### src/pkg/pfail_pkg.sv
// Constants and types shared by the powerfail protection controller.
package pfail_pkg;
  localparam logic [4:0] SELECT_CODE = 5'h05;
  // Card identification value is arbitrary.
  localparam logic [7:0] CARD_ID = 8'h2A;
  localparam logic [6:0] REG_ID = 7'h00;
  localparam logic [6:0] REG_CAUSE = 7'h01;
  localparam logic [6:0] REG_MASK = 7'h02;
  localparam logic [6:0] REG_STATUS = 7'h03;
  localparam logic [6:0] REG_OVERHEAT = 7'h04;
  localparam logic [6:0] REG_RESTORE = 7'h05;
  localparam logic [6:0] REG_OUTAGE = 7'h06;
  localparam logic [6:0] REG_PF_DELAY = 7'h07;
  localparam logic [6:0] REG_MEM_FIRST = 7'h08;
  localparam logic [6:0] REG_MEM_LAST = 7'h47;
  localparam int CAUSE_FAILED = 0;
  localparam int CAUSE_BACK = 1;
  localparam int CAUSE_ONE_SEC = 2;
  localparam int ST_IN_PF = 0;
  localparam int ST_AC_DOWN = 1;
  localparam int ST_BATTERY = 2;
  localparam int ST_ONE_SEC = 3;
  localparam int ST_SELF_FAIL = 7;
  localparam logic [15:0] RESTORE_DELAY_RST = 16'h0032;
  localparam logic [15:0] BACKUP_LIMIT_RST = 16'h1770;
  localparam logic [15:0] PF_DELAY_RST = 16'h000A;
  localparam logic [15:0] ONE_SEC_TICKS = 16'h0064;
  localparam int TICK_TIME_MS = 10;
  localparam int CLK_FREQ_KHZ = 20000;
  localparam int TICK_CYCLES_DEF = TICK_TIME_MS * CLK_FREQ_KHZ;

  typedef enum logic [2:0] {
    MODE_NORMAL = 3'b001,
    MODE_PFAIL = 3'b010,
    MODE_OFF = 3'b100
  } mode_e;

  typedef struct packed {
    logic [4:0] sel;
    logic [6:0] num;
    logic rd;
    logic wr;
    logic mask_wr;
    logic [15:0] data;
  } host_req_s;

  typedef struct packed {
    mode_e mode;
    logic [17:0] tick_cnt;
    logic cool_phase;
    logic failed_sent;
    logic one_sec;
    logic [15:0] one_sec_cnt;
    logic [15:0] overheat;
    logic [15:0] restore_t;
    logic [15:0] outage_t;
    logic [15:0] restore_delay;
    logic [15:0] backup_limit;
    logic [15:0] pf_delay;
    logic [7:0] cause;
    logic [7:0] mask;
    logic [15:0] rd_data;
    logic [63:0][7:0] mem;
  } pf_state_s;
endpackage

### src/hw/powerfail_protection_ctrl.sv
// Powerfail protection controller with timers, interrupts and memory.
//
// Operation
// - Answers only at fixed select code; separate read and write registers.
// - Non-zero write to write register zero cuts battery and line power.
// - With line power present after shutdown, computer restarts normally.
// - Detect power back and one second left; interrupt when enabled.
// - Cause bit 0 failed, bit 1 back, bit 2 one second left.
// - Mask has cause layout; only masked-in events raise the interrupt.
// - After one-second-left, power down when that second expires regardless.
// - Status bit 7 reads one when self test failed.
// - Status bit 2 reads one while battery powers the computer.
// - Status bit 1 reads one only when line power is completely gone.
// - Status bit 0 powerfail state ends when power-back delay reached.
// - Overheat timer accumulates battery time in 10 ms units, read-only.
// - Two seconds back per second down; overheat limits battery time.
// - Power-back timer counts 10 ms units since power restored.
// - Power-back delay, 10 ms units, resets to 50.
// - Powerfail timer counts 10 ms units since latest powerfail.
// - Protection time sets maximum battery backup; resets to 6000.
// - Powerfail delay before power-failed interrupt; resets to 10.
// - Sixty-four byte memory registers at numbers 8 through 71.
// - Memory read returns byte last written to same number.
// - Shut down when powerfail timer reaches the protection time.
// - No power-failed interrupt for losses shorter than powerfail delay.
`timescale 1ns/1ps
module powerfail_protection_ctrl
  import pfail_pkg::*;
#(
  parameter int TICK_CYCLES = TICK_CYCLES_DEF
) (
  input wire logic clk_i,
  input wire logic reset_n_i,
  input wire logic [4:0] sel_code_i,
  input wire logic [6:0] reg_num_i,
  input wire logic rd_i,
  input wire logic wr_i,
  input wire logic mask_wr_i,
  input wire logic [15:0] wr_data_i,
  input wire logic ac_ok_i,
  input wire logic ac_gone_i,
  input wire logic self_test_fail_i,
  output logic [15:0] rd_data_o,
  output logic irq_o,
  output logic power_off_o,
  output logic on_battery_o,
  output logic [7:0] status_o
);
  localparam logic [17:0] TICK_LAST = 18'(TICK_CYCLES - 1);

  pf_state_s s_q;
  pf_state_s s_d;
  host_req_s req;
  logic hit;
  logic tick;
  logic [7:0] status;
  logic [7:0] ev;
  logic [15:0] rdv;
  logic [15:0] used;
  logic [15:0] left;

  function automatic logic [15:0] inc_sat(input logic [15:0] v);
    inc_sat = (v == 16'hFFFF) ? v : v + 16'h0001;
  endfunction

  // Register numbers 8 through 71 map onto the retained byte store.
  function automatic logic is_mem_num(input logic [6:0] n);
    is_mem_num = (n >= REG_MEM_FIRST) && (n <= REG_MEM_LAST);
  endfunction

  function automatic logic [5:0] mem_slot(input logic [6:0] n);
    logic [6:0] off;
    off = n - REG_MEM_FIRST;
    mem_slot = off[5:0];
  endfunction

  assign req = '{sel: sel_code_i, num: reg_num_i, rd: rd_i, wr: wr_i,
                 mask_wr: mask_wr_i, data: wr_data_i};
  assign hit = (req.sel == SELECT_CODE);
  assign tick = (s_q.tick_cnt == TICK_LAST);
  // Battery use is charged against whichever of the two budgets is worse.
  assign used = (s_q.overheat > s_q.outage_t) ? s_q.overheat : s_q.outage_t;
  assign left = (used >= s_q.backup_limit) ? 16'h0000
                : s_q.backup_limit - used;

  always_comb begin
    status = 8'h00;
    status[ST_SELF_FAIL] = self_test_fail_i;
    status[ST_ONE_SEC] = s_q.one_sec;
    status[ST_BATTERY] = (s_q.mode == MODE_PFAIL) && !ac_ok_i;
    status[ST_AC_DOWN] = ac_gone_i;
    status[ST_IN_PF] = (s_q.mode == MODE_PFAIL);
  end

  always_comb begin
    rdv = 16'h0000;
    case (req.num)
      REG_ID: rdv = {8'h00, CARD_ID};
      REG_CAUSE: rdv = {8'h00, s_q.cause};
      REG_MASK: rdv = {8'h00, s_q.mask};
      REG_STATUS: rdv = {8'h00, status};
      REG_OVERHEAT: rdv = s_q.overheat;
      REG_RESTORE: rdv = s_q.restore_t;
      REG_OUTAGE: rdv = s_q.outage_t;
      default: begin
        if (is_mem_num(req.num)) begin
          rdv = {8'h00, s_q.mem[mem_slot(req.num)]};
        end
      end
    endcase
  end

  always_comb begin
    s_d = s_q;
    ev = 8'h00;
    s_d.tick_cnt = tick ? 18'h00000 : s_q.tick_cnt + 18'h00001;
    case (s_q.mode)
      MODE_NORMAL: begin
        if (!ac_ok_i) begin
          s_d.mode = MODE_PFAIL;
          s_d.outage_t = 16'h0000;
          s_d.restore_t = 16'h0000;
          s_d.failed_sent = 1'b0;
        end else if (tick) begin
          // Cooling runs at half rate: two seconds back per second down.
          s_d.cool_phase = !s_q.cool_phase;
          if (s_q.cool_phase && s_q.overheat != 16'h0000) begin
            s_d.overheat = s_q.overheat - 16'h0001;
          end
        end
      end
      MODE_PFAIL: begin
        if (!ac_ok_i) begin
          s_d.restore_t = 16'h0000;
          if (tick) begin
            s_d.outage_t = inc_sat(s_q.outage_t);
            s_d.overheat = inc_sat(s_q.overheat);
          end
          if (!s_q.failed_sent && s_q.outage_t >= s_q.pf_delay) begin
            ev[CAUSE_FAILED] = 1'b1;
            s_d.failed_sent = 1'b1;
          end
          if (!s_q.one_sec && left <= ONE_SEC_TICKS) begin
            s_d.one_sec = 1'b1;
            s_d.one_sec_cnt = 16'h0000;
            ev[CAUSE_ONE_SEC] = 1'b1;
          end
          if (used >= s_q.backup_limit) begin
            s_d.mode = MODE_OFF;
          end
        end else begin
          if (tick) begin
            s_d.restore_t = inc_sat(s_q.restore_t);
            s_d.outage_t = inc_sat(s_q.outage_t);
          end
          if (s_q.restore_t >= s_q.restore_delay && !s_q.one_sec) begin
            s_d.mode = MODE_NORMAL;
            ev[CAUSE_BACK] = 1'b1;
          end
        end
        if (s_q.one_sec) begin
          if (tick) begin
            s_d.one_sec_cnt = inc_sat(s_q.one_sec_cnt);
          end
          if (s_q.one_sec_cnt >= ONE_SEC_TICKS) begin
            s_d.mode = MODE_OFF;
          end
        end
      end
      MODE_OFF: begin
        // Line power restarts the machine as a fresh powerup.
        if (ac_ok_i) begin
          s_d.mode = MODE_NORMAL;
          s_d.one_sec = 1'b0;
          s_d.outage_t = 16'h0000;
          s_d.restore_t = 16'h0000;
        end
      end
      default: s_d.mode = MODE_NORMAL;
    endcase
    if (hit && req.wr) begin
      case (req.num)
        REG_ID: begin
          if (req.data != 16'h0000) begin
            s_d.mode = MODE_OFF;
          end
        end
        REG_RESTORE: s_d.restore_delay = req.data;
        REG_OUTAGE: s_d.backup_limit = req.data;
        REG_PF_DELAY: s_d.pf_delay = req.data;
        default: begin
          if (is_mem_num(req.num)) begin
            s_d.mem[mem_slot(req.num)] = req.data[7:0];
          end
        end
      endcase
    end
    if (hit && req.mask_wr) begin
      s_d.mask = req.data[7:0] & 8'h07;
    end
    if (hit && req.rd) begin
      s_d.rd_data = rdv;
    end
    // A new event in the read cycle survives the clear.
    if (hit && req.rd && req.num == REG_CAUSE) begin
      s_d.cause = ev & 8'h07;
    end else begin
      s_d.cause = s_q.cause | (ev & 8'h07);
    end
  end

  always_ff @(posedge clk_i or negedge reset_n_i) begin
    if (!reset_n_i) begin
      s_q <= '0;
      s_q.mode <= MODE_NORMAL;
      s_q.restore_delay <= RESTORE_DELAY_RST;
      s_q.backup_limit <= BACKUP_LIMIT_RST;
      s_q.pf_delay <= PF_DELAY_RST;
    end else begin
      s_q <= s_d;
    end
  end

  assign rd_data_o = s_q.rd_data;
  assign irq_o = |(s_q.cause & s_q.mask);
  assign power_off_o = (s_q.mode == MODE_OFF);
  assign on_battery_o = status[ST_BATTERY];
  assign status_o = status;
endmodule

### config.mk
export PLATFORM = sky130hd
export DESIGN_NAME = powerfail_protection_ctrl
export DESIGN_NICKNAME = d
export VERILOG_FILES = /design/src/pkg/pfail_pkg.sv /design/src/hw/powerfail_protection_ctrl.sv
export SDC_FILE = /design/constraint.sdc
export NUM_CORES = 1
export LEC_CHECK = 0
export ABC_AREA = 1
export BUFFER_PORTS_ARGS = -buffer_cell sky130_fd_sc_hd__buf_2
export CAP_MARGIN = 20
export CELL_PAD_IN_SITES_DETAIL_PLACEMENT = 1
export CELL_PAD_IN_SITES_GLOBAL_PLACEMENT = 1
export CORE_MARGIN = 2
export CORE_UTILIZATION = 45
export DETAILED_ROUTE_END_ITERATION = 8
export PLACE_DENSITY = 0.85
export SLEW_MARGIN = 20
export SYNTH_ARGS = -nofsm -noshare
export SYNTH_HDL_FRONTEND = slang
export SYNTH_SLANG_ARGS = --single-unit
export TNS_END_PERCENT = 100
### constraint.sdc
create_clock -name clk_i -period 5.4 [get_ports clk_i]
set_clock_uncertainty 0.1 [all_clocks]
set_input_delay 1.08 -clock clk_i [delete_from_list [all_inputs] [get_ports clk_i]]
set_output_delay 1.08 -clock clk_i [all_outputs]
set_load 0.02 [all_outputs]
# [After elaboration in Yosys (flattened, before gate mapping)]
# Index checks and enable logic that the tools add are counted.
[word_totals] ff_bits=675 out_inout_bits=27 word_cells=216
[classes] n_lt_le_gt_ge=10 n_addsub=8 reduce_logical=34 mux=53 n_eq_ne=29 bitwise_logic=3
[ops] op="$bwmux W512" n=1
[ops] op="$mux W16" n=13
[ops] op="$mux W32" n=4
[ops] op="$pmux W16 S7" n=1
[ops] op="$pmux W32 S3" n=1
[ops] op="$add A16 B1 Y16 const B" n=4
[ops] op="$eq A16 B16 Y1 const B" n=4
[ops] op="$bmux W8 S6" n=1
[ops] op="$demux W8 S6" n=1
[ops] op="$ge A16 B16 Y1" n=3
[ops] op="$mux W34" n=1
[ops] op="$mux W3" n=11
[ops] op="$mux W8" n=4
[ops] op="$pmux W16 S2" n=1
[ops] op="$reduce_bool A16 Y1" n=2
[ops] op="$eq A7 B3 Y1 const B" n=4
[ops] op="$add A18 B1 Y18 const B" n=1
[ops] op="$eq A18 B18 Y1 const B" n=1
[ops] op="$mux W18" n=1
[ops] op="$mux W17" n=1
[ops] op="$ge A16 B7 Y1 const B" n=1
[ops] op="$gt A16 B16 Y1" n=1
[ops] op="$le A16 B7 Y1 const B" n=1
[ops] op="$sub A16 B1 Y16 const B" n=1
[ops] op="other kinds (34)" n=73

# [Logic depth before layout (Yosys ltp)]
# Gate-level depths: netlist of run 1.
[depth] ltp_word=11 depth_mapped=34

# [Worst setup path after synthesis of run 1]
# Ideal clock, no wire load.
[synth_timing] path_kind="register -> register" startpoint="reg s_q[601] (netlist name)" endpoint="reg s_q[645] (netlist name)" path_buffers=2 t_arrival_ps=3818 path_stages_with_launch=31 setup_slack_ps=1365 period_less_slack_ps=4035 setup_ps=117 path_cell_list="dfrtp_1 inv_1 ha_1 a21oi_1 nand3b_1 a21oi_1 a2111oi_0 nand2_1 nand2_1 clkbuf_1 nand2_1 o21ai_0 ha_1 inv_1 fa_1 nand2_1 nand2_1 nand3_1 nand2_1 nand2_1 nand2_1 xor2_1 nor2_1 nand3_1 nand2_1 nand2_1 nand2_1 nand2_1 clkbuf_1 nand2_1 nand2_1"
[synth_via] elab_chain_cells=10 word_cells_on_any_way=11 cone_classes="add/sub: 1; order compare: 3; mux: 6; reduce/logical: 1"
[synth_lines] element="from (decl)" line_no="powerfail_protection_ctrl.sv:51" source="pf_state_s s_q;"
[synth_lines] element="$gt A16 B16 Y1" line_no="powerfail_protection_ctrl.sv:82" source="assign used = (s_q.overheat > s_q.outage_t) ? s_q.overheat : s_q.outage_t;"
[synth_lines] element="$mux W16 (*)" line_no="powerfail_protection_ctrl.sv:82"
[synth_lines] element="$sub A16 B16 Y16 or $ge A16 B16 Y1 (tied branches)" line_no="powerfail_protection_ctrl.sv:84, powerfail_protection_ctrl.sv:83"
[synth_lines] element="$mux W16 (*)" line_no="powerfail_protection_ctrl.sv:83" source="assign left = (used >= s_q.backup_limit) ? 16'h0000"
[synth_lines] element="$le A16 B7 Y1 (*)" line_no="powerfail_protection_ctrl.sv:143" source="if (!s_q.one_sec && left <= ONE_SEC_TICKS) begin"
[synth_lines] element="$logic_and A1 B1 Y1 (*)" line_no="powerfail_protection_ctrl.sv:143"
[synth_lines] element="$mux W17 (*)" line_no="powerfail_protection_ctrl.sv:143"
[synth_lines] element="$mux W34 (*)" line_no="powerfail_protection_ctrl.sv:133" source="if (!ac_ok_i) begin"
[synth_lines] element="$mux W16" line_no="powerfail_protection_ctrl.sv:162" source="if (tick) begin"
[synth_lines] element="$mux W16 (*)" line_no="powerfail_protection_ctrl.sv:161" source="if (s_q.one_sec) begin"
# Every way passes the cells marked *; elsewhere a longest branch is shown, timed or not. The select of a mux whose other input is x is not followed.
# A chain may end at the register's enable or synchronous reset.

# [Worst setup path after layout of run 1]
[layout_timing] startpoint="reg s_q[601] (netlist name)" endpoint="reg s_q[653] (netlist name)"
# Same word-level chain as after synthesis.

==> results.json, run 1 <==
{
  "synth_area_um2": 32610,
  "grt_max_degree": 133,
  "first_global_vias": 30326,
  "synth_enable_flop_cells": 0,
  "r2r_slack_ps": 650,
  "clockBufferDepth": 3,
  "detail-route-antenna-nets": 0,
  "ys_ff_latch": 670,
  "cp-end-kind": "flip-flop",
  "period_needed_ps": 4751,
  "async_flop_share_pct": 100.0,
  "max_stage_delay_ps": 440,
  "cp_data_required_time_ps": 5800,
  "holdPathEnd": "s_q[658]",
  "num_io_pins": 63,
  "cts_buffers": 75,
  "setup_ws_ps": 648.9,
  "grt_use_met3_pct": 5.535,
  "timing.slew.headroom_pct": 30.06,
  "drc": 0,
  "cts_tree": "done",
  "clk-insertion-delay-late_ps": 630,
  "fin_crit_sh_pct": 87.98,
  "min_path_cells": 1,
  "final.setup.tns_ps": 0,
  "maxCapViolCount": 0,
  "totalPowerFinal_mw": 11.90,
  "finalNonFillerCells": 4924,
  "p_sw_mw": 3.348,
  "cpMostUsedCell": "nand2_1",
  "r2r_end": "s_q[653]",
  "globalRouteMet2Util_pct": 48.32,
  "arrival_ps": 5150,
  "syn-instance-count": 3971,
  "ys_seq_area_share_pct": 51.46,
  "timing.fmax_ghz": 0.2105,
  "ys.flop_type": "dfrtp_1",
  "critPathLaunchType": "flip-flop",
  "utilization_pct": 50.51,
  "hp-class": "reg2reg",
  "vias_per_cell": 5.958,
  "fin_nets": 4026,
  "n_fill_cell": 8551,
  "met1_usage_pct": 40.31,
  "vias": 29338,
  "hpwl_um": 69250,
  "htreeDepth": 3,
  "synth_cell_types": 50,
  "dp_slack_ps": 394.4,
  "worst_pin_slew_ps": 1048,
  "grt_usage_pct": 29.96,
  "clock_sinks": 670,
  "p_leak_nw": 16.46,
  "grt_remaining_overflow": 0,
  "busiest_layer": "met2",
  "ys_top_cells_by_area": "dfrtp_1 50%, nand2_1 14%, o21ai_0 10%, a22oi_1 4.0%, ha_1 2.8%",
  "rsz0062_at_grt": "false",
  "p_int_mw": 8.554,
  "outcome": "finished, final reports clean",
  "die_area_um2": 74640,
  "drive_gt1_share_pct": 6.895,
  "crit_slowest_cell": "fa_1",
  "p_clk_share_pct": 44.4,
  "post_cts.repair.setup_buffers": 0,
  "cp_max_fo": 16,
  "hold_start": "s_q[658]",
  "root_buffer": "clkbuf_16",
  "dr.pass1.iters": 5,
  "switching_share_pct": 28.13,
  "wl_um": 111100,
  "rr_worst_depth": 28,
  "report.final.slew_viol_count": 0,
  "port_buffers": 59,
  "wire_per_inst_um": 22.56,
  "core_area_um2": 71610,
  "die_height_um": 273.2,
  "drt_iter0_markers": 2595,
  "core.rowCount": 98,
  "ir_drop_mv": 0.1820,
  "syn_area_per_cell_um2": 8.212,
  "yosys.area.top_type": "dfrtp_1",
  "dp.cells": 4788,
  "p_per_area_nw_per_um2": 329.1,
  "start_util_pct": 45.54,
  "pwr-share-comb_pct": 11.1,
  "die_x_um": 273.2,
  "clkTransAtPathRegs_ps": 70,
  "grt_first_pass_wirelength_um": 175800,
  "area_growth_pct": 10.91,
  "synth_top_area_share_pct": 50.42,
  "diodes": 0,
  "antenna_found_initial": 0,
  "gp_congestion": 0.8957,
  "yosysWarningCount": 0,
  "p_seq_share_pct": 44.5,
  "worstSetupPathType": "reg2reg",
  "r2r-start": "s_q[601]",
  "setup_violations": 0,
  "hold_viol": 0
}
power groups by stage:
stage | sequential, mW | clock (mW) | combinational (mW)
CTS | 5.29 | 5.34 | 1.31
floorplan | 5.34 | 0 | 0.793
global route | 5.31 | 5.53 | 1.47
global placement | 5.37 | 0 | 1.26
finish | 5.30 | 5.28 | 1.32
detailed placement | 5.38 | 0 | 1.29
worst max path at each step:
stage	from	endpoint	slack, ps	cells past startpoint
CTS	s_q[601]	s_q[653]	340	27
floorplan	s_q[601]	s_q[645]	1370	30
finish	s_q[601]	s_q[653]	650	28
global route	s_q[601]	s_q[649]	190	28
global placement	s_q[601]	s_q[644]	490	27
detailed placement	s_q[601]	s_q[646]	390	27
flip-flops by register name, summed over array words and instances, names as in the netlist:
register,cells
rd_data_o,16
status_o,1
s_q,653
synth_stat cells, drive strengths merged (3+ instances only):
library cell	n
a21oi	113
xnor2	3
nor4	19
o211ai	14
dfstp	13
ha	74
o31ai	11
o221ai	5
and3	5
xor2	29
a31oi	6
clkinv	5
nand4	79
clkbuf	208
inv	240
o22ai	11
o21ai	678
nor3	41
dfrtp	657
nand2	1226
buf	43
a22oi	174
nor2	145
a21boi	7
nand3b	7
nand3	121
a221oi	6
a41oi	14
worst max-delay path, delay by kind of cell, from the launching register on:
family / cells / cell delay, ps
adder cells (fa/ha/maj): 3 / 960
flip-flops: 1 / 430
XOR/XNOR: 1 / 150
buffers and inverters: 2 / 200
AO/OA/AOI/OAI: 4 / 720
AND/OR/NAND/NOR: 18 / 2060
timing repair:
item,in CTS,in global routing
hold buffers,0,0
endpoints found under the setup margin,0,16
gates resized for setup,0,2
metrics by stage:
stage / hold slack (ps) / instance area, µm²
floorplan: 335.5 / 32620
global placement: 354.3 / 33650
detailed placement: 361.9 / 33650
CTS: 371.1 / 36160
global route: 395.2 / 36170
finish: 374.7 / 36170
routing by layer:
metal  wire length (µm)  share of wire, %
met5                  0                 0
met4               3943               3.5
met3               7282               6.6
met2              51650                46
met1              48230                43
cell families after synthesis:
group | synth area share [%]
muxes | 0.03453
other | 0.01150
buffers and inverters | 5.985
adders and majority gates | 2.901
and+or+nand+nor | 20.56
DFF | 51.46
xor gates and xnor gates | 0.8595
AOI/OAI and AO/OA | 18.18
area by class of cell:
type / count / area [µm²] / area share, %
Inverter: 245 / 924.6 / 2.557
Multi-Input combinational cell: 2807 / 13920 / 38.48
Timing Repair Buffer: 116 / 845.8 / 2.339
Clock buffer: 109 / 2156 / 5.961
Clock inverter: 27 / 354.1 / 0.9790
Sequential cell: 670 / 16780 / 46.40
Tap cell: 950 / 1189 / 3.287
placed cells by master, fill, tap and decap left out, types with 10 or more instances in the layout:
cell type and n:
nor2_1 138, o211ai_1 14, dfstp_2 13, inv_1 229, dfrtp_1 657, nand3_1 120, clkbuf_8 13, clkbuf_1 20
nor3_1 39, o31ai_1 11, xor2_1 29, nor4_1 18, nand4_1 78, a22oi_1 174, a21oi_1 113, buf_4 48
o21ai_0 678, clkinv_2 10, clkbuf_16 76, nand2_1 1223, a41oi_1 14, buf_2 58, o22ai_1 11, ha_1 74
Note: power is estimated with default switching activity, not from simulation.
==> inputs of run 2 (changes only) <==
--- a/config.mk
+++ b/config.mk
@@ -13,7 +13,8 @@
 export CORE_MARGIN = 2
 export CORE_UTILIZATION = 45
 export DETAILED_ROUTE_END_ITERATION = 8
-export PLACE_DENSITY = 0.85
+export PLACE_DENSITY = 0.72
+export REMOVE_ABC_BUFFERS = 1
 export SLEW_MARGIN = 20
 export SYNTH_ARGS = -nofsm -noshare
 export SYNTH_HDL_FRONTEND = slang
==> run 2 against run 1 <==
Effect of this change:
- clock power down 0.9%
- maximum frequency is 2.3% lower
- highest routed layer unchanged
- flip-flop and latch count unchanged
- power is 0.13% lower
- sequential share of layout area shrank 0.27 points
- register-to-register slack got worse by 110 ps
==> results.json, run 2 (synthesis results as in run 1) <==
{
  "drive_gt1_share_pct": 7.393,
  "p_sw_mw": 3.350,
  "timing.fmax_ghz": 0.2056,
  "largest_register": "s_q",
  "core_area_um2": 71610,
  "fin_nets": 4055,
  "clk-insertion-delay-late_ps": 630,
  "die_area_um2": 74640,
  "area_growth_pct": 11.55,
  "hpwl_um": 72800,
  "critPathLaunchType": "flip-flop",
  "setup_ws_ps": 535.2,
  "layout_common_cells": "1224 x nand2_1, 678 x o21ai_0, 657 x dfrtp_1, 229 x inv_1, 174 x a22oi_1",
  "hp-class": "reg2reg",
  "worstSetupPathType": "reg2reg",
  "crit_path_end": "s_q[641]",
  "cp_max_fo": 18,
  "worst_pin_slew_ps": 981.3,
  "switching_share_pct": 28.19,
  "setup_violations": 0,
  "rsz0062_at_grt": "false",
  "totalPowerFinal_mw": 11.89,
  "vias": 28742,
  "detail-route-antenna-nets": 0,
  "report.final.slew_viol_count": 0,
  "ir_drop_mv": 0.2303,
  "first_global_vias": 30337,
  "r2r_slack_ps": 540,
  "antenna_found_initial": 0,
  "die_height_um": 273.2,
  "r2r_end": "s_q[641]",
  "startpoint": "s_q[601]",
  "gp_congestion": 0.8942,
  "start_util_pct": 45.54,
  "htreeDepth": 3,
  "diodes": 0,
  "grt_use_met3_pct": 3.833,
  "pwr-share-comb_pct": 11.4,
  "clockBufferDepth": 3,
  "port_buffers": 59,
  "crit_slowest_cell": "fa_1",
  "met1_usage_pct": 40.77,
  "cts_buffers": 77,
  "p_leak_nw": 16.58,
  "drt_iter0_markers": 2396,
  "clock_sinks": 670,
  "wire_per_inst_um": 22.46,
  "dr.pass1.iters": 5,
  "wl_um": 111300,
  "cp_data_required_time_ps": 5810,
  "grt_first_pass_wirelength_um": 176300,
  "grt_max_degree": 133,
  "p_clk_share_pct": 44.0,
  "outcome": "finished, final reports clean",
  "clkTransAtPathRegs_ps": 60,
  "period_needed_ps": 4865,
  "final_common_cell": "nand2_1",
  "dp_slack_ps": 202.5,
  "globalRouteMet2Util_pct": 49.91,
  "die_x_um": 273.2,
  "p_per_area_nw_per_um2": 326.8,
  "cpMostUsedCell": "nand2_1",
  "fin_crit_sh_pct": 90.09,
  "p_seq_share_pct": 44.6,
  "hold_viol": 0,
  "largest_reg_flops": 653,
  "num_io_pins": 63,
  "cts_tree": "done",
  "arrival_ps": 5280,
  "cp-end-kind": "flip-flop",
  "maxCapViolCount": 0,
  "grt_usage_pct": 30.11,
  "rr_worst_depth": 29,
  "drc": 0,
  "max_stage_delay_ps": 440,
  "p_int_mw": 8.537,
  "r2r-start": "s_q[601]",
  "busiest_layer": "met2",
  "grt_remaining_overflow": 0,
  "core.rowCount": 98,
  "vias_per_cell": 5.802,
  "root_buffer": "clkbuf_16",
  "timing.slew.headroom_pct": 34.42
}
## run 2: cell types whose count changed in the layout (fill, tap and decap cells not counted)
| cell | change |
|---|---|
| buf_12 | +1 |
| buf_4 | +26 |
| bufinv_16 | -3 |
| clkbuf_1 | +7 |
| clkbuf_16 | +2 |
| clkbuf_8 | +3 |
| clkinv_16 | +1 |
| clkinv_2 | -3 |
| clkinv_4 | -3 |
| inv_16 | -1 |
| nand2_1 | +1 |
| nand2_2 | -1 |
## run 2: how the worst min path moves through the flow
stage / slack, ps / cells past startpoint / to / startpoint
6_report: 370 / 1 / s_q[658] / s_q[658]
3_5_place_dp: 360 / 1 / s_q[658] / s_q[658]
5_1_grt: 390 / 1 / s_q[658] / s_q[658]
2_1_floorplan: 340 / 1 / s_q[658] / s_q[658]
3_3_place_gp: 360 / 1 / s_q[658] / s_q[658]
4_1_cts: 370 / 1 / s_q[658] / s_q[658]
## run 2: area by class of cell
cell class	instances	area, µm²
Timing Repair Buffer	143	1061
Inverter	245	924.6
Clock buffer	121	2273
Multi-Input combinational cell	2807	13910
Fill cell	8528	35230
Clock inverter	18	232.7
Sequential cell	670	16780
Tap cell	950	1189
## run 2: power by group through the flow
stage / sequential [mW] / combinational [mW] / clock, mW
2_1_floorplan: 5.35 / 0.711 / 0
3_3_place_gp: 5.38 / 1.28 / 0
3_5_place_dp: 5.39 / 1.34 / 0
4_1_cts: 5.30 / 1.35 / 5.32
5_1_grt: 5.32 / 1.50 / 5.51
6_report: 5.30 / 1.36 / 5.23
## run 2: timing repair
| action | 4_1_cts | 5_1_grt |
|---|---|---|
| hold buffers | 0 | 0 |
| gates resized for setup | 0 | 2 |
| buffers inserted | 0 | 0 |
| setup endpoints to repair | 0 | 16 |
| hold endpoints to repair | 0 | 0 |
## run 2: critical path: cells and delay by family (launching register included)
kind	cells	cell delay (ps)
DFF	1	430
AOI/OAI and AO/OA	4	740
buffers and inverters	2	180
and+or+nand+nor	20	2330
adders and majority gates	3	970
## run 2: through the flow
stage               cells  area (µm²)  utilization, %  setup TNS, ps  hold slack, ps
floorplan            3722       31590               -        -954710           335.5
finish               4954       36380           50.80              0           374.3
detailed placement   4815       33860           47.29              0           357.6
global route         4954       36380           50.80              0           394.3
global placement     4815       33860           47.29              0           357.2
CTS                  4954       36370           50.79              0           372.6
## run 2: routing by layer
layer	wire length (µm)	share of wire, %
met1	50320	45
met2	52410	47
met3	4740	4.3
met4	3787	3.4
met5	0	0
==> inputs of run 3 (changes only) <==
--- a/config.mk
+++ b/config.mk
@@ -11,9 +11,9 @@
 export CELL_PAD_IN_SITES_DETAIL_PLACEMENT = 1
 export CELL_PAD_IN_SITES_GLOBAL_PLACEMENT = 1
 export CORE_MARGIN = 2
-export CORE_UTILIZATION = 45
+export CORE_UTILIZATION = 44
 export DETAILED_ROUTE_END_ITERATION = 8
-export PLACE_DENSITY = 0.72
+export PLACE_DENSITY = 0.73
 export REMOVE_ABC_BUFFERS = 1
 export SLEW_MARGIN = 20
 export SYNTH_ARGS = -nofsm -noshare
==> constraint.sdc (replaced) <==
create_clock -name clk_i -period 4.11 [get_ports clk_i]
set_clock_uncertainty 0.1 [all_clocks]
set_input_delay 0.822 -clock clk_i [delete_from_list [all_inputs] [get_ports clk_i]]
set_output_delay 0.822 -clock clk_i [all_outputs]
set_load 0.02 [all_outputs]
==> run 3 against run 2 <==
Effect of this change:
- power grew 37%
- global-route usage shrank 0.94 points
- largest cell class unchanged
- cell area grew 4.5%
- the flow now finishes with violations (setup timing)
- register-to-register slack lost 670 ps
==> results.json, run 3 (synthesis results as in run 1) <==
{
  "final_common_cell": "nand2_1",
  "cp-end-kind": "flip-flop",
  "setup_violations": 16,
  "multi_input_area_um2": 14340,
  "grt_remaining_overflow": 0,
  "port_buffers": 59,
  "cpMostUsedCell": "nand2_2",
  "p_per_area_nw_per_um2": 429.1,
  "first_global_vias": 30231,
  "cts_tree": "done",
  "seq_area_um2": 16780,
  "final.setup.tns_ps": -1965,
  "largest_register": "s_q",
  "largest_reg_flops": 653,
  "r2r_slack_ps": -130,
  "grt_first_pass_wirelength_um": 176000,
  "fin_crit_sh_pct": 103.2,
  "layout_common_cells": "1174 x nand2_1, 666 x o21ai_0, 657 x dfrtp_1, 222 x inv_1, 174 x a22oi_1",
  "p_leak_nw": 17.32,
  "clockBufferDepth": 3,
  "wire_per_inst_um": 22.03,
  "arrival_ps": 4660,
  "max_stage_delay_ps": 380,
  "dp.cells": 4921,
  "worst_pin_slew_ps": 1188,
  "gp_congestion": 0.9003,
  "clk-insertion-delay-late_ps": 640,
  "vias": 29205,
  "period_needed_ps": 4243,
  "ir_drop_mv": 0.2895,
  "root_buffer": "clkbuf_16",
  "rsz0062_at_grt": "true",
  "timing.slew.headroom_pct": 20.51,
  "critPathLaunchType": "flip-flop",
  "clock_sinks": 670,
  "drc": 0,
  "setup_ws_ps": -133.5,
  "outcome": "finished, violations left",
  "grt_max_degree": 94,
  "cts_buffers": 79,
  "die_area_um2": 76310,
  "area_growth_pct": 16.56,
  "cp_data_required_time_ps": 4520,
  "core.rowCount": 99,
  "hpwl_um": 72650,
  "report.final.slew_viol_count": 0,
  "finalNonFillerCells": 5078,
  "hp-class": "in2async",
  "vias_per_cell": 5.751,
  "detail-route-antenna-nets": 0,
  "htreeDepth": 3,
  "n_fill_cell": 8670,
  "violations": "setup timing",
  "num_io_pins": 63,
  "die_x_um": 276.2,
  "maxCapViolCount": 0,
  "grt_usage_pct": 29.16,
  "fin_nets": 4167,
  "drive_gt1_share_pct": 12.58,
  "drt_iter0_markers": 2354,
  "core_area_um2": 73210,
  "wl_um": 111900,
  "timing.fmax_ghz": 0.2357,
  "dr.pass1.iters": 6,
  "hold_viol": 0,
  "worstSetupPathType": "reg2reg",
  "hold_buffers": 0,
  "cp_max_fo": 8,
  "crit_slowest_cell": "dfrtp_1",
  "diodes": 0,
  "die_height_um": 276.2,
  "start_util_pct": 44.55,
  "clkTransAtPathRegs_ps": 60,
  "antenna_found_initial": 0
}
## run 3: through the flow
stage	cell area, µm²	worst slack, ps	hold WS [ps]	total power [mW]	utilization (%)
final	38010	-133.5	82.23	16.31	51.92
after global placement	34690	-129.1	365.3	8.911	47.39
after global routing	38010	-366.7	125.8	16.92	51.92
after floorplan	31590	-2924	335.5	7.967	-
after detailed placement	34690	-388.1	373.2	8.965	47.39
after CTS	37490	-8.759	98.24	16.34	51.21
## run 3: critical path, delay by kind of cell, from the launching register on
family / cells / cell delay, ps
flip-flops: 1 / 380
AND/OR/NAND/NOR: 18 / 1570
adder cells (fa/ha/maj): 3 / 880
AO/OA/AOI/OAI: 5 / 790
buffers and inverters: 3 / 390
## run 3: area by class of cell
type | count | area share [%]
clock buffer | 114 | 6.027
inverter | 245 | 2.433
tap | 959 | 3.157
clock inverter | 30 | 1.083
timing repair buffer | 253 | 5.425
multi-input combinational | 2807 | 37.73
sequential | 670 | 44.15
## run 3: repair_timing
item,4_1_cts,5_1_grt
gates cloned,0,3
setup buffers,2,8
pin swaps,5,55
gates resized for setup,25,111
endpoints found under the setup margin,20,20
## run 3: power by group
part	total [mW]	switching [mW]	internal, mW
Clock	7.35	2.95	4.40
Sequential	6.96	0.192	6.77
Combinational	2.00	1.41	0.590
## run 3: final timing paths
| path | start | to | depth (start not counted) |
|---|---|---|---|
| min in group clk_i | s_q[41] | s_q[41] | 2 |
| max in group asynchronous | reset_n_i | s_q[287] | 2 |
| hold / removal | reset_n_i | s_q[574] | 1 |
| setup reg to reg | s_q[633] | s_q[645] | 29 |
| setup / recovery | s_q[633] | s_q[645] | 29 |
| hold reg to reg | s_q[41] | s_q[41] | 2 |
## run 3: layer usage
metal  vias to the layer above  global-route usage (%)  wire length, µm
met5                         -                       0                0
met4                         0                   10.91             3946
met3                       197                   3.989             5145
met2                       702                   47.36            52120
met1                     14777                   39.88            50660
li1                      13529                       -                -
